==> config.mk <==
export PLATFORM = sky130hd
export DESIGN_NAME = flash_row_write_erase_syscall
export DESIGN_NICKNAME = d
export VERILOG_FILES = /design/src/flash_syscall_pkg.sv /design/src/page_latch_buffer.sv /design/src/protection_watch.sv /design/src/flash_row_write_erase_syscall.sv
export SDC_FILE = /design/constraint.sdc
export NUM_CORES = 2
export LEC_CHECK = 0
export BUFFER_PORTS_ARGS = -buffer_cell sky130_fd_sc_hd__buf_2
export CAP_MARGIN = 10
export CORE_MARGIN = 2
export CORE_UTILIZATION = 56
export CTS_CLUSTER_SIZE = 10
export DETAILED_ROUTE_END_ITERATION = 10
export GPL_TIMING_DRIVEN = 1
export PLACE_DENSITY = 0.76
export SLEW_MARGIN = 20
export SYNTH_ARGS = -nofsm -noshare
export SYNTH_HDL_FRONTEND = slang
export SYNTH_SLANG_ARGS = --single-unit
export TNS_END_PERCENT = 10
==> constraint.sdc <==
create_clock -name ref_clk -period 2.19 [get_ports ref_clk]
set_input_delay 0.3285 -clock ref_clk [delete_from_list [all_inputs] [get_ports ref_clk]]
set_output_delay 0.3285 -clock ref_clk [all_outputs]
set_load 0.03 [all_outputs]
==> src/flash_syscall_pkg.sv <==
// Constants, types and register map of the flash row write and erase system-call sequencer
// Operation
// - Write row erases then programs row
// - All-zero page latch skips programming
// - Page latch cleared after programming
// - Write and program row never alter write-protected rows
// - Write row switches fast oscillator off
// - Program row programs without erasing
// - Row number in parameter bits 31:16
// - Erase all clears code and protection
// - Erase all request only debug, programming, open
// - Protected to open triggers erase all
package flash_syscall_pkg;
    localparam int ADDR_W = 4;
    localparam logic [ADDR_W-1:0] REG_ARGUMENT = 4'h0;
    localparam logic [ADDR_W-1:0] REG_REQUEST = 4'h4;
    localparam logic [ADDR_W-1:0] REG_OSC_CONTROL = 4'h8;
    localparam logic [ADDR_W-1:0] REG_STATUS = 4'hc;

    localparam logic [31:0] ARGUMENT_RESET = 32'h0000_0000;
    localparam logic [31:0] REQUEST_RESET = 32'h0000_0000;
    localparam logic [1:0] OSC_CONTROL_RESET = 2'h1;

    localparam int KEY_FIRST_LSB = 0;
    localparam int KEY_SECOND_LSB = 8;
    localparam int ROW_LSB = 16;
    localparam int OPCODE_LSB = 0;
    localparam int REQUEST_TRIGGER_BIT = 31;
    localparam int STATUS_LSB = 28;
    localparam int OSC_ENABLE_BIT = 0;
    localparam int PUMP_SELECT_BIT = 1;

    localparam logic [7:0] FIRST_KEY = 8'hb6;
    localparam logic [7:0] SECOND_KEY_WRITE_ROW = 8'hd8;
    localparam logic [7:0] SECOND_KEY_PROGRAM_ROW = 8'hd9;
    localparam logic [7:0] SECOND_KEY_ERASE_ALL = 8'hdd;
    localparam logic [15:0] OPCODE_WRITE_ROW = 16'h0005;
    localparam logic [15:0] OPCODE_PROGRAM_ROW = 16'h0006;
    localparam logic [15:0] OPCODE_ERASE_ALL = 16'h000a;

    localparam logic [3:0] STATUS_SUCCESS = 4'ha;
    localparam logic [3:0] STATUS_FAILURE = 4'hf;

    localparam logic [7:0] PROTECTION_OPEN = 8'h01;
    localparam logic [7:0] PROTECTION_PROTECTED = 8'h02;

    localparam int ROW_BYTES = 128;
    localparam int BYTE_INDEX_W = $clog2(ROW_BYTES);

    typedef enum logic [1:0] {
        FLASH_NONE = 2'b00,
        FLASH_ERASE_ROW = 2'b01,
        FLASH_PROGRAM_ROW = 2'b10,
        FLASH_ERASE_ALL = 2'b11
    } flash_op_t;

    typedef struct packed {
        logic start;
        flash_op_t op;
        logic [15:0] row;
    } flash_cmd_t;

    typedef struct packed {
        logic valid;
        logic [BYTE_INDEX_W-1:0] index;
        logic [7:0] data;
    } latch_byte_t;
endpackage : flash_syscall_pkg

==> src/page_latch_buffer.sv <==
// Page latch buffer: byte memory with per-byte written marks and a one-cycle clear
`timescale 1ns/1ps
module page_latch_buffer #(
    parameter int DEPTH = 128,
    parameter int WIDTH = 8
) (
    input wire logic clk, // System clock
    input wire logic rst_n, // Asynchronous reset, active low
    input wire logic loadEn, // Byte load strobe
    input wire logic [$clog2(DEPTH)-1:0] loadIndex, // Byte position to load
    input wire logic [WIDTH-1:0] loadData, // Byte value to load
    input wire logic readEn, // Read strobe
    input wire logic [$clog2(DEPTH)-1:0] readIndex, // Byte position to read
    input wire logic clear, // Empty the whole buffer
    output logic readValid, // Read data valid, one cycle after readEn
    output logic [$clog2(DEPTH)-1:0] readIndexOut, // Position of the byte on readData
    output logic [WIDTH-1:0] readData, // Registered read data
    output logic anyNonZero // Some loaded byte is not zero
);
    localparam int IDX_W = $clog2(DEPTH);

    initial begin
        if (DEPTH < 2 || (1 << IDX_W) != DEPTH) begin
            $error("page_latch_buffer: DEPTH must be a power of two");
        end
    end

    logic [WIDTH-1:0] mem [DEPTH];
    logic [DEPTH-1:0] written;

    always_ff @(posedge clk) begin
        if (loadEn) begin
            mem[loadIndex] <= loadData;
        end
    end

    // A load in the clearing cycle survives for its own byte
    always_ff @(posedge clk or negedge rst_n) begin
        if (!rst_n) begin
            written <= '0;
        end else begin
            if (clear) begin
                written <= '0;
            end
            if (loadEn) begin
                written[loadIndex] <= 1'b1;
            end
        end
    end

    always_ff @(posedge clk or negedge rst_n) begin
        if (!rst_n) begin
            anyNonZero <= 1'b0;
        end else if (loadEn && loadData != '0) begin
            anyNonZero <= 1'b1;
        end else if (clear) begin
            anyNonZero <= 1'b0;
        end
    end

    // Cleared bytes read as zero
    always_ff @(posedge clk or negedge rst_n) begin
        if (!rst_n) begin
            readValid <= 1'b0;
            readIndexOut <= '0;
            readData <= '0;
        end else begin
            readValid <= readEn;
            if (readEn) begin
                readIndexOut <= readIndex;
                readData <= written[readIndex] ? mem[readIndex] : '0;
            end
        end
    end
endmodule : page_latch_buffer

==> src/protection_watch.sv <==
// Chip protection tracker: open level and protected-to-open transition pulse
`timescale 1ns/1ps
module protection_watch
    import flash_syscall_pkg::*;
(
    input wire logic clk, // System clock
    input wire logic rst_n, // Asynchronous reset, active low
    input wire logic [7:0] chipProtection, // Current chip protection mode
    output logic chipOpen, // Chip is in open mode
    output logic openedPulse // One-cycle pulse on protected to open
);
    logic [7:0] lastProtection;

    always_ff @(posedge clk or negedge rst_n) begin
        if (!rst_n) begin
            lastProtection <= PROTECTION_OPEN;
            chipOpen <= 1'b0;
            openedPulse <= 1'b0;
        end else begin
            lastProtection <= chipProtection;
            chipOpen <= (chipProtection == PROTECTION_OPEN);
            openedPulse <= (lastProtection == PROTECTION_PROTECTED) && (chipProtection == PROTECTION_OPEN);
        end
    end
endmodule : protection_watch

==> src/flash_row_write_erase_syscall.sv <==
// System-call sequencer for write row, program row and erase all flash requests
`timescale 1ns/1ps
module flash_row_write_erase_syscall
    import flash_syscall_pkg::*;
(
    input wire logic ref_clk, // System clock, 20 MHz
    input wire logic rst_n, // Asynchronous reset, active low
    input wire logic [ADDR_W-1:0] regAddr, // Register byte address
    input wire logic [31:0] regWdata, // Register write data
    input wire logic regWrite, // Register write strobe
    input wire logic regRead, // Register read strobe
    output logic [31:0] regRdata, // Read data, cycle after regRead
    output logic sramReq, // Parameter word read request pulse
    output logic [31:0] sramAddr, // Word-aligned parameter address
    input wire logic sramValid, // Parameter word returned
    input wire logic [31:0] sramRdata, // Parameter word data
    input wire logic callerIsDebug, // Current caller is the debug access port
    input wire logic programmingMode, // Device is in programming mode
    input wire logic [7:0] chipProtection, // Chip protection mode
    input wire logic rowProtected, // Row on flashCmd.row is write protected
    input wire logic latchLoadEn, // Page latch byte load strobe
    input wire logic [BYTE_INDEX_W-1:0] latchLoadIndex, // Page latch byte position
    input wire logic [7:0] latchLoadData, // Page latch byte value
    output flash_cmd_t flashCmd, // Flash array command
    input wire logic flashDone, // Flash array operation finished pulse
    output latch_byte_t programByte, // Row data stream to the flash array
    output logic fastOscOutputEnable, // Fast oscillator output enable
    output logic pumpClockSelect // Pump clock select
);
    typedef enum logic [3:0] {
        S_IDLE = 4'h0,
        S_FETCH = 4'h1,
        S_WAIT_PARAM = 4'h2,
        S_DECODE = 4'h3,
        S_OSC_OFF = 4'h4,
        S_ERASE_GO = 4'h5,
        S_ERASE_WAIT = 4'h6,
        S_PROG_CHECK = 4'h7,
        S_STREAM = 4'h8,
        S_PROG_GO = 4'h9,
        S_PROG_WAIT = 4'ha,
        S_CLEAR = 4'hb,
        S_ERASE_ALL_GO = 4'hc,
        S_ERASE_ALL_WAIT = 4'hd,
        S_FINISH = 4'he
    } seq_state_t;

    seq_state_t state;
    logic [31:0] argument;
    logic [31:0] request;
    logic [1:0] oscControl;
    logic [31:0] paramWord;
    logic [3:0] resultCode;
    logic [3:0] lastResult;
    logic fromRequest;
    logic erasePending;
    logic [BYTE_INDEX_W-1:0] streamIndex;
    logic chipOpen;
    logic openedPulse;
    logic latchClear;
    logic latchRead;
    logic latchAnyNonZero;
    logic writeArgument;
    logic writeRequest;
    logic writeOsc;
    logic [15:0] reqOpcode;
    logic [7:0] keyFirst;
    logic [7:0] keySecond;
    logic eraseAllAllowed;

    function automatic logic [7:0] field8(input logic [31:0] word, input int lsb);
        field8 = word[lsb +: 8];
    endfunction : field8

    assign writeArgument = regWrite && regAddr == REG_ARGUMENT;
    assign writeRequest = regWrite && regAddr == REG_REQUEST;
    assign writeOsc = regWrite && regAddr == REG_OSC_CONTROL;
    assign reqOpcode = request[OPCODE_LSB +: 16];
    assign keyFirst = field8(paramWord, KEY_FIRST_LSB);
    assign keySecond = field8(paramWord, KEY_SECOND_LSB);
    assign eraseAllAllowed = callerIsDebug && programmingMode && chipOpen;
    assign latchClear = state == S_CLEAR;
    assign latchRead = state == S_STREAM;

    page_latch_buffer #(
        .DEPTH(ROW_BYTES),
        .WIDTH(8)
    ) latch (
        .clk(ref_clk),
        .rst_n(rst_n),
        .loadEn(latchLoadEn),
        .loadIndex(latchLoadIndex),
        .loadData(latchLoadData),
        .readEn(latchRead),
        .readIndex(streamIndex),
        .clear(latchClear),
        .readValid(programByte.valid),
        .readIndexOut(programByte.index),
        .readData(programByte.data),
        .anyNonZero(latchAnyNonZero)
    );

    protection_watch protect (
        .clk(ref_clk),
        .rst_n(rst_n),
        .chipProtection(chipProtection),
        .chipOpen(chipOpen),
        .openedPulse(openedPulse)
    );

    // Sequencer
    always_ff @(posedge ref_clk or negedge rst_n) begin
        if (!rst_n) begin
            state <= S_IDLE;
            resultCode <= STATUS_SUCCESS;
            fromRequest <= 1'b0;
        end else begin
            unique case (state)
                S_IDLE: begin
                    if (erasePending) begin
                        fromRequest <= 1'b0;
                        state <= S_ERASE_ALL_GO;
                    end else if (request[REQUEST_TRIGGER_BIT]) begin
                        fromRequest <= 1'b1;
                        state <= S_FETCH;
                    end
                end
                S_FETCH: begin
                    state <= S_WAIT_PARAM;
                end
                S_WAIT_PARAM: begin
                    if (sramValid) begin
                        state <= S_DECODE;
                    end
                end
                S_DECODE: begin
                    resultCode <= STATUS_FAILURE;
                    state <= S_FINISH;
                    if (keyFirst == FIRST_KEY) begin
                        if (reqOpcode == OPCODE_WRITE_ROW && keySecond == SECOND_KEY_WRITE_ROW) begin
                            if (!rowProtected) begin
                                resultCode <= STATUS_SUCCESS;
                                state <= S_OSC_OFF;
                            end
                        end else if (reqOpcode == OPCODE_PROGRAM_ROW && keySecond == SECOND_KEY_PROGRAM_ROW) begin
                            if (!rowProtected) begin
                                resultCode <= STATUS_SUCCESS;
                                state <= S_PROG_CHECK;
                            end
                        end else if (reqOpcode == OPCODE_ERASE_ALL && keySecond == SECOND_KEY_ERASE_ALL) begin
                            if (eraseAllAllowed) begin
                                resultCode <= STATUS_SUCCESS;
                                state <= S_ERASE_ALL_GO;
                            end
                        end
                    end
                end
                S_OSC_OFF: begin
                    state <= S_ERASE_GO;
                end
                S_ERASE_GO: begin
                    state <= S_ERASE_WAIT;
                end
                S_ERASE_WAIT: begin
                    if (flashDone) begin
                        state <= S_PROG_CHECK;
                    end
                end
                S_PROG_CHECK: begin
                    state <= latchAnyNonZero ? S_STREAM : S_CLEAR;
                end
                S_STREAM: begin
                    if (streamIndex == BYTE_INDEX_W'(ROW_BYTES - 1)) begin
                        state <= S_PROG_GO;
                    end
                end
                S_PROG_GO: begin
                    state <= S_PROG_WAIT;
                end
                S_PROG_WAIT: begin
                    if (flashDone) begin
                        state <= S_CLEAR;
                    end
                end
                S_CLEAR: begin
                    state <= S_FINISH;
                end
                S_ERASE_ALL_GO: begin
                    state <= S_ERASE_ALL_WAIT;
                end
                S_ERASE_ALL_WAIT: begin
                    if (flashDone) begin
                        state <= S_FINISH;
                    end
                end
                S_FINISH: begin
                    state <= S_IDLE;
                end
                default: begin
                    state <= S_IDLE;
                end
            endcase
        end
    end

    // Byte position streamed from the page latch
    always_ff @(posedge ref_clk or negedge rst_n) begin
        if (!rst_n) begin
            streamIndex <= '0;
        end else if (state == S_STREAM) begin
            streamIndex <= streamIndex + BYTE_INDEX_W'(1);
        end else begin
            streamIndex <= '0;
        end
    end

    // Parameter word fetch from SRAM
    always_ff @(posedge ref_clk or negedge rst_n) begin
        if (!rst_n) begin
            sramReq <= 1'b0;
            sramAddr <= 32'h0000_0000;
            paramWord <= 32'h0000_0000;
        end else begin
            sramReq <= state == S_IDLE && !erasePending && request[REQUEST_TRIGGER_BIT];
            if (state == S_IDLE) begin
                sramAddr <= {argument[31:2], 2'b00};
            end
            if (state == S_WAIT_PARAM && sramValid) begin
                paramWord <= sramRdata;
            end
        end
    end

    // Flash array commands
    always_ff @(posedge ref_clk or negedge rst_n) begin
        if (!rst_n) begin
            flashCmd <= '{start: 1'b0, op: FLASH_NONE, row: 16'h0000};
        end else begin
            flashCmd.start <= 1'b0;
            if (state == S_WAIT_PARAM && sramValid) begin
                flashCmd.row <= sramRdata[ROW_LSB +: 16];
            end
            unique case (state)
                S_ERASE_GO: begin
                    flashCmd.start <= 1'b1;
                    flashCmd.op <= FLASH_ERASE_ROW;
                end
                S_PROG_GO: begin
                    flashCmd.start <= 1'b1;
                    flashCmd.op <= FLASH_PROGRAM_ROW;
                end
                S_ERASE_ALL_GO: begin
                    flashCmd.start <= 1'b1;
                    flashCmd.op <= FLASH_ERASE_ALL;
                end
                default: begin
                end
            endcase
        end
    end

    // Automatic erase after leaving protected mode; a new transition wins over the take-up
    always_ff @(posedge ref_clk or negedge rst_n) begin
        if (!rst_n) begin
            erasePending <= 1'b0;
        end else if (openedPulse) begin
            erasePending <= 1'b1;
        end else if (state == S_IDLE) begin
            erasePending <= 1'b0;
        end
    end

    // Fast oscillator output and pump select; the sequencer switches them off before a write-row erase, not before erase all
    always_ff @(posedge ref_clk or negedge rst_n) begin
        if (!rst_n) begin
            oscControl <= OSC_CONTROL_RESET;
        end else if (state == S_OSC_OFF) begin
            oscControl <= 2'h0;
        end else if (writeOsc) begin
            oscControl <= regWdata[1:0];
        end
    end

    always_ff @(posedge ref_clk or negedge rst_n) begin
        if (!rst_n) begin
            fastOscOutputEnable <= OSC_CONTROL_RESET[OSC_ENABLE_BIT];
            pumpClockSelect <= OSC_CONTROL_RESET[PUMP_SELECT_BIT];
        end else begin
            fastOscOutputEnable <= state == S_OSC_OFF ? 1'b0 : oscControl[OSC_ENABLE_BIT];
            pumpClockSelect <= state == S_OSC_OFF ? 1'b0 : oscControl[PUMP_SELECT_BIT];
        end
    end

    // Argument register; the returned status wins over a software write
    always_ff @(posedge ref_clk or negedge rst_n) begin
        if (!rst_n) begin
            argument <= ARGUMENT_RESET;
        end else if (state == S_FINISH && fromRequest) begin
            argument[STATUS_LSB +: 4] <= resultCode;
        end else if (writeArgument) begin
            argument <= regWdata;
        end
    end

    // Request register; completion clears the trigger bit
    always_ff @(posedge ref_clk or negedge rst_n) begin
        if (!rst_n) begin
            request <= REQUEST_RESET;
        end else if (state == S_FINISH && fromRequest) begin
            request[REQUEST_TRIGGER_BIT] <= 1'b0;
        end else if (writeRequest && !request[REQUEST_TRIGGER_BIT]) begin
            request <= regWdata;
        end
    end

    always_ff @(posedge ref_clk or negedge rst_n) begin
        if (!rst_n) begin
            lastResult <= STATUS_SUCCESS;
        end else if (state == S_FINISH) begin
            lastResult <= resultCode;
        end
    end

    // Register read port
    always_ff @(posedge ref_clk or negedge rst_n) begin
        if (!rst_n) begin
            regRdata <= 32'h0000_0000;
        end else if (regRead) begin
            unique case (regAddr)
                REG_ARGUMENT: regRdata <= argument;
                REG_REQUEST: regRdata <= request;
                REG_OSC_CONTROL: regRdata <= {30'h0, oscControl};
                REG_STATUS: regRdata <= {20'h0, lastResult, state, 2'h0, erasePending, state != S_IDLE};
                default: regRdata <= 32'h0000_0000;
            endcase
        end
    end
endmodule : flash_row_write_erase_syscall

==> reports/metrics.cfg <==
[sta]
worstMarginPinSlew_ns = 0.823
grt_setup_unrepaired = yes
min_period_ns = 2.83
max_freq_mhz = 354
fin_ws_ns = -0.639
slew_violations = 0
slew_headroom_pct = 44.4
setup-violations-final = 9
skew_ns = 0.0223
finalHoldViolations = 0
hold_slack_ns = 0.0762
fin_crit_sh_pct = 129

[pwr]
power.total_mw = 64.5
irDropWorstVdd_uv = 774
p_leak_nw = 24.5
power_density_mw_per_mm2 = 987

[yosys]
ys_ff_latch = 1360
netlist_instances = 2777
synthArstFlopShare_pct = 24.7
synth_edf_count = 1024
netlist_area_sq_mm = 0.0538
yosysWarningCount = 0
yosys_most_used_dff = edfxtp_1
yosysUniqueCellTypes = 68
ys_seq_area_share_pct = 72.8
syn_avg_cell_area_sq_um = 19.4

[placed_design]
place_area_sq_mm = 0.0591
io_buffers = 200
dp_slack_ns = -0.754
dp_hpwl_um = 85300
globalplace.congestion = 0.862

[route]
drt_first_pass_iters = 6
vias = 31184
drtIter0Drc = 4611
routed_wl_um = 142000
ant_nets = 0
drt-vias-per-instance = 6.38
remaining_drc_errors = 0
wl_per_cell_um = 29.1

[clock_network]
clock_latency_ns = 0.77
h-tree-depth = 4
cts_tree = yes
cts_sinks = 1360
cts-root-buf = clkbuf_16
numCtsBuffers = 155
clkTransAtPathRegs_ns = 0.05
clk_path_buf_depth = 3

[global_route]
track_usage_pct = 29.0
gr-total-overflow = 0
grt_pass1_vias = 32442
grt_max_degree = 130
grt_pass1_wl_um = 209000
antenna_found_initial = 4

[die]
start_util_pct = 56.6
num_rows = 113
coreArea_sq_mm = 0.0950
dieArea_sq_mm = 0.0985
ioPinCount = 203
fp.dieW_um = 314
die_y_um = 314

[layout]
fin_area_sq_mm = 0.0654
fillers = 5643
fin_nets = 3599
drive_above_1_share_pct = 35.9
area_growth_pct = 21.6

[worst_setup_path]
worstSetupEndpoint = latch.readData[7]$_DFFE_PN0P_
startpoint_type = register
rr_startpoint = streamIndex[0]$_DFF_PN0_
crit_fanout = 8
reg2reg_to = latch.readData[7]$_DFFE_PN0P_
required_ns = 2.81
path_class = register to register
regToRegSetupSlack_ns = -0.64
arrival_ns = 3.45
r2r_cells = 11
startpoint = streamIndex[0]$_DFF_PN0_
end_kind = register

[min_path]
holdCritPathClass = primary input to register
hp-start = regAddr[2]

[flow_run]
maxCapViolations = 0

[run_status]
status = finished with violations
violations = negative setup slack

[layer usage]
| layer | wire, um | part of all wire, % | up-vias | GRT usage, % |
|---|---|---|---|---|
| met5 | 0 | 0 | - | 0 |
| met4 | 5170 | 3.6 | 0 | 11.1 |
| met3 | 15600 | 11 | 335 | 6.48 |
| met2 | 70300 | 49 | 2023 | 46.3 |
| met1 | 51100 | 36 | 16189 | 39.6 |
| li1 | - | - | 12637 | - |
[where the power goes]
| part | switching (mW) | internal (mW) | leakage, nW | total (mW) |
|---|---|---|---|---|
| Sequential | 1.09 | 29.5 | 13.6 | 30.6 |
| Clock | 10.2 | 13.5 | 2.20 | 23.7 |
| Combinational | 5.47 | 4.77 | 8.70 | 10.2 |
[layout make-up]
cell class,instances,area [sq um],area share [%]
inverter,40,155,0.237
sequential,1360,39200,59.9
clock buffer,265,4330,6.63
antenna,3,7.51,0.0115
tap,1265,1580,2.42
clock inverter,16,290,0.444
timing repair buffer,720,6060,9.28
multi-input combinational,1220,13800,21.1
[registers in the layout, indices dropped and copies added, names as in the netlist, 2 cells and up]
| signal | flops |
|---|---|
| oscControl | 2 |
| paramWord | 16 |
| latch.mem | 1024 |
| regRdata | 32 |
| argument | 32 |
| latch.readData | 8 |
| sramAddr | 30 |
| streamIndex | 7 |
| flashCmd | 19 |
| request | 32 |
| latch.readIndexOut | 7 |
| latch.written | 128 |
| state | 4 |
| protect.lastProtection | 8 |
[cells in the final DEF (no fill, tap or decap), types with 7 or more instances in the layout]
master and instances:
buf_2 191, clkbuf_16 159, mux2i_1 91, nand2_1 73
mux2_1 15, buf_4 375, mux2_2 116, buf_6 8
a31oi_1 12, edfxtp_1 1024, nor2_1 169, a211oi_1 12
clkbuf_1 107, a22oi_1 23, buf_12 49, inv_1 37
nor2b_1 24, mux4_2 300, inv_16 7, a211oi_2 11
o22ai_1 43, dlygate4sd3_1 80, a21o_1 129, nor4_1 7
buf_16 8, dfrtp_1 329, nand3_1 24, a221oi_1 7
o221ai_1 11, o21ai_0 13, a21oi_1 17
[worst min-delay path by stage]
stage	end	slack [ns]	cells after the start
after floorplan	argument[0]$_DFFE_PN0P_	0.03	0
after global placement	sramAddr[12]$_DFFE_PN0P_	0.30	1
after detailed placement	sramAddr[12]$_DFFE_PN0P_	0.30	1
after CTS	regRdata[11]$_DFFE_PN0P_	0.05	4
after global routing	latch.mem[84][6]$_DFFE_PP_	0.08	1
final	regRdata[11]$_DFFE_PN0P_	0.08	4
[what timing repair did]
item,CTS,global route
setup buffers,11,10
gates resized for setup,58,32
hold buffers,80,0
pin swaps,3,6
hold endpoints to repair,253,0
setup endpoints to repair,9,9
cloned,4,3
[synth_stat cells (all sizes together) (18+ instances only)]
master  instances  share of area [%]
a21oi          20               0.19
mux2i          98                1.8
buf            95                1.5
mux4          306                 13
nor2          172                1.2
a22oi          25               0.36
a21o          129                1.8
nand2          73               0.51
mux2          132                2.8
inv            40               0.29
a211oi         24               0.34
nand3          27               0.25
o22ai          45               0.52
dfrtp         333                 15
clkbuf         63               0.44
edfxtp       1024                 57
o21ai          18               0.17
nor2b          24               0.28
[kinds of logic after synthesis]
logic type                 after synthesis  synth area share (%)
muxes                                  536                  17.4
DFF                                   1360                  72.8
adders and majority gates                1                0.0233
xor gates and xnor gates                 5                0.0814
other                                    1               0.00697
AOI/OAI and AO/OA                      326                  4.43
and+or+nand+nor                        350                  2.94
buffers and inverters                  198                  2.23
[worst max-delay path, stage by stage (launching register included)]
cell and delay, ns:
dfrtp_4 0.49, buf_6 0.15, buf_8 0.14, buf_16 0.15, buf_4 0.14, mux4_2 0.32, mux2_2 0.16, o22ai_1 0.08
a31oi_1 0.41, a2111oi_2 0.15, buf_4 0.16, o41ai_1 0.31
[through the flow]
step	util [%]	instances	setup TNS, ns
floorplan	-	2778	-1.19
global placement	62.2	4497	-4.82
detailed placement	62.2	4497	-5.09
CTS	68.5	4873	-4.36
global route	68.8	4888	-5.43
finish	68.8	4889	-4.96
No activity file was read; power rests on OpenSTA's default activity.
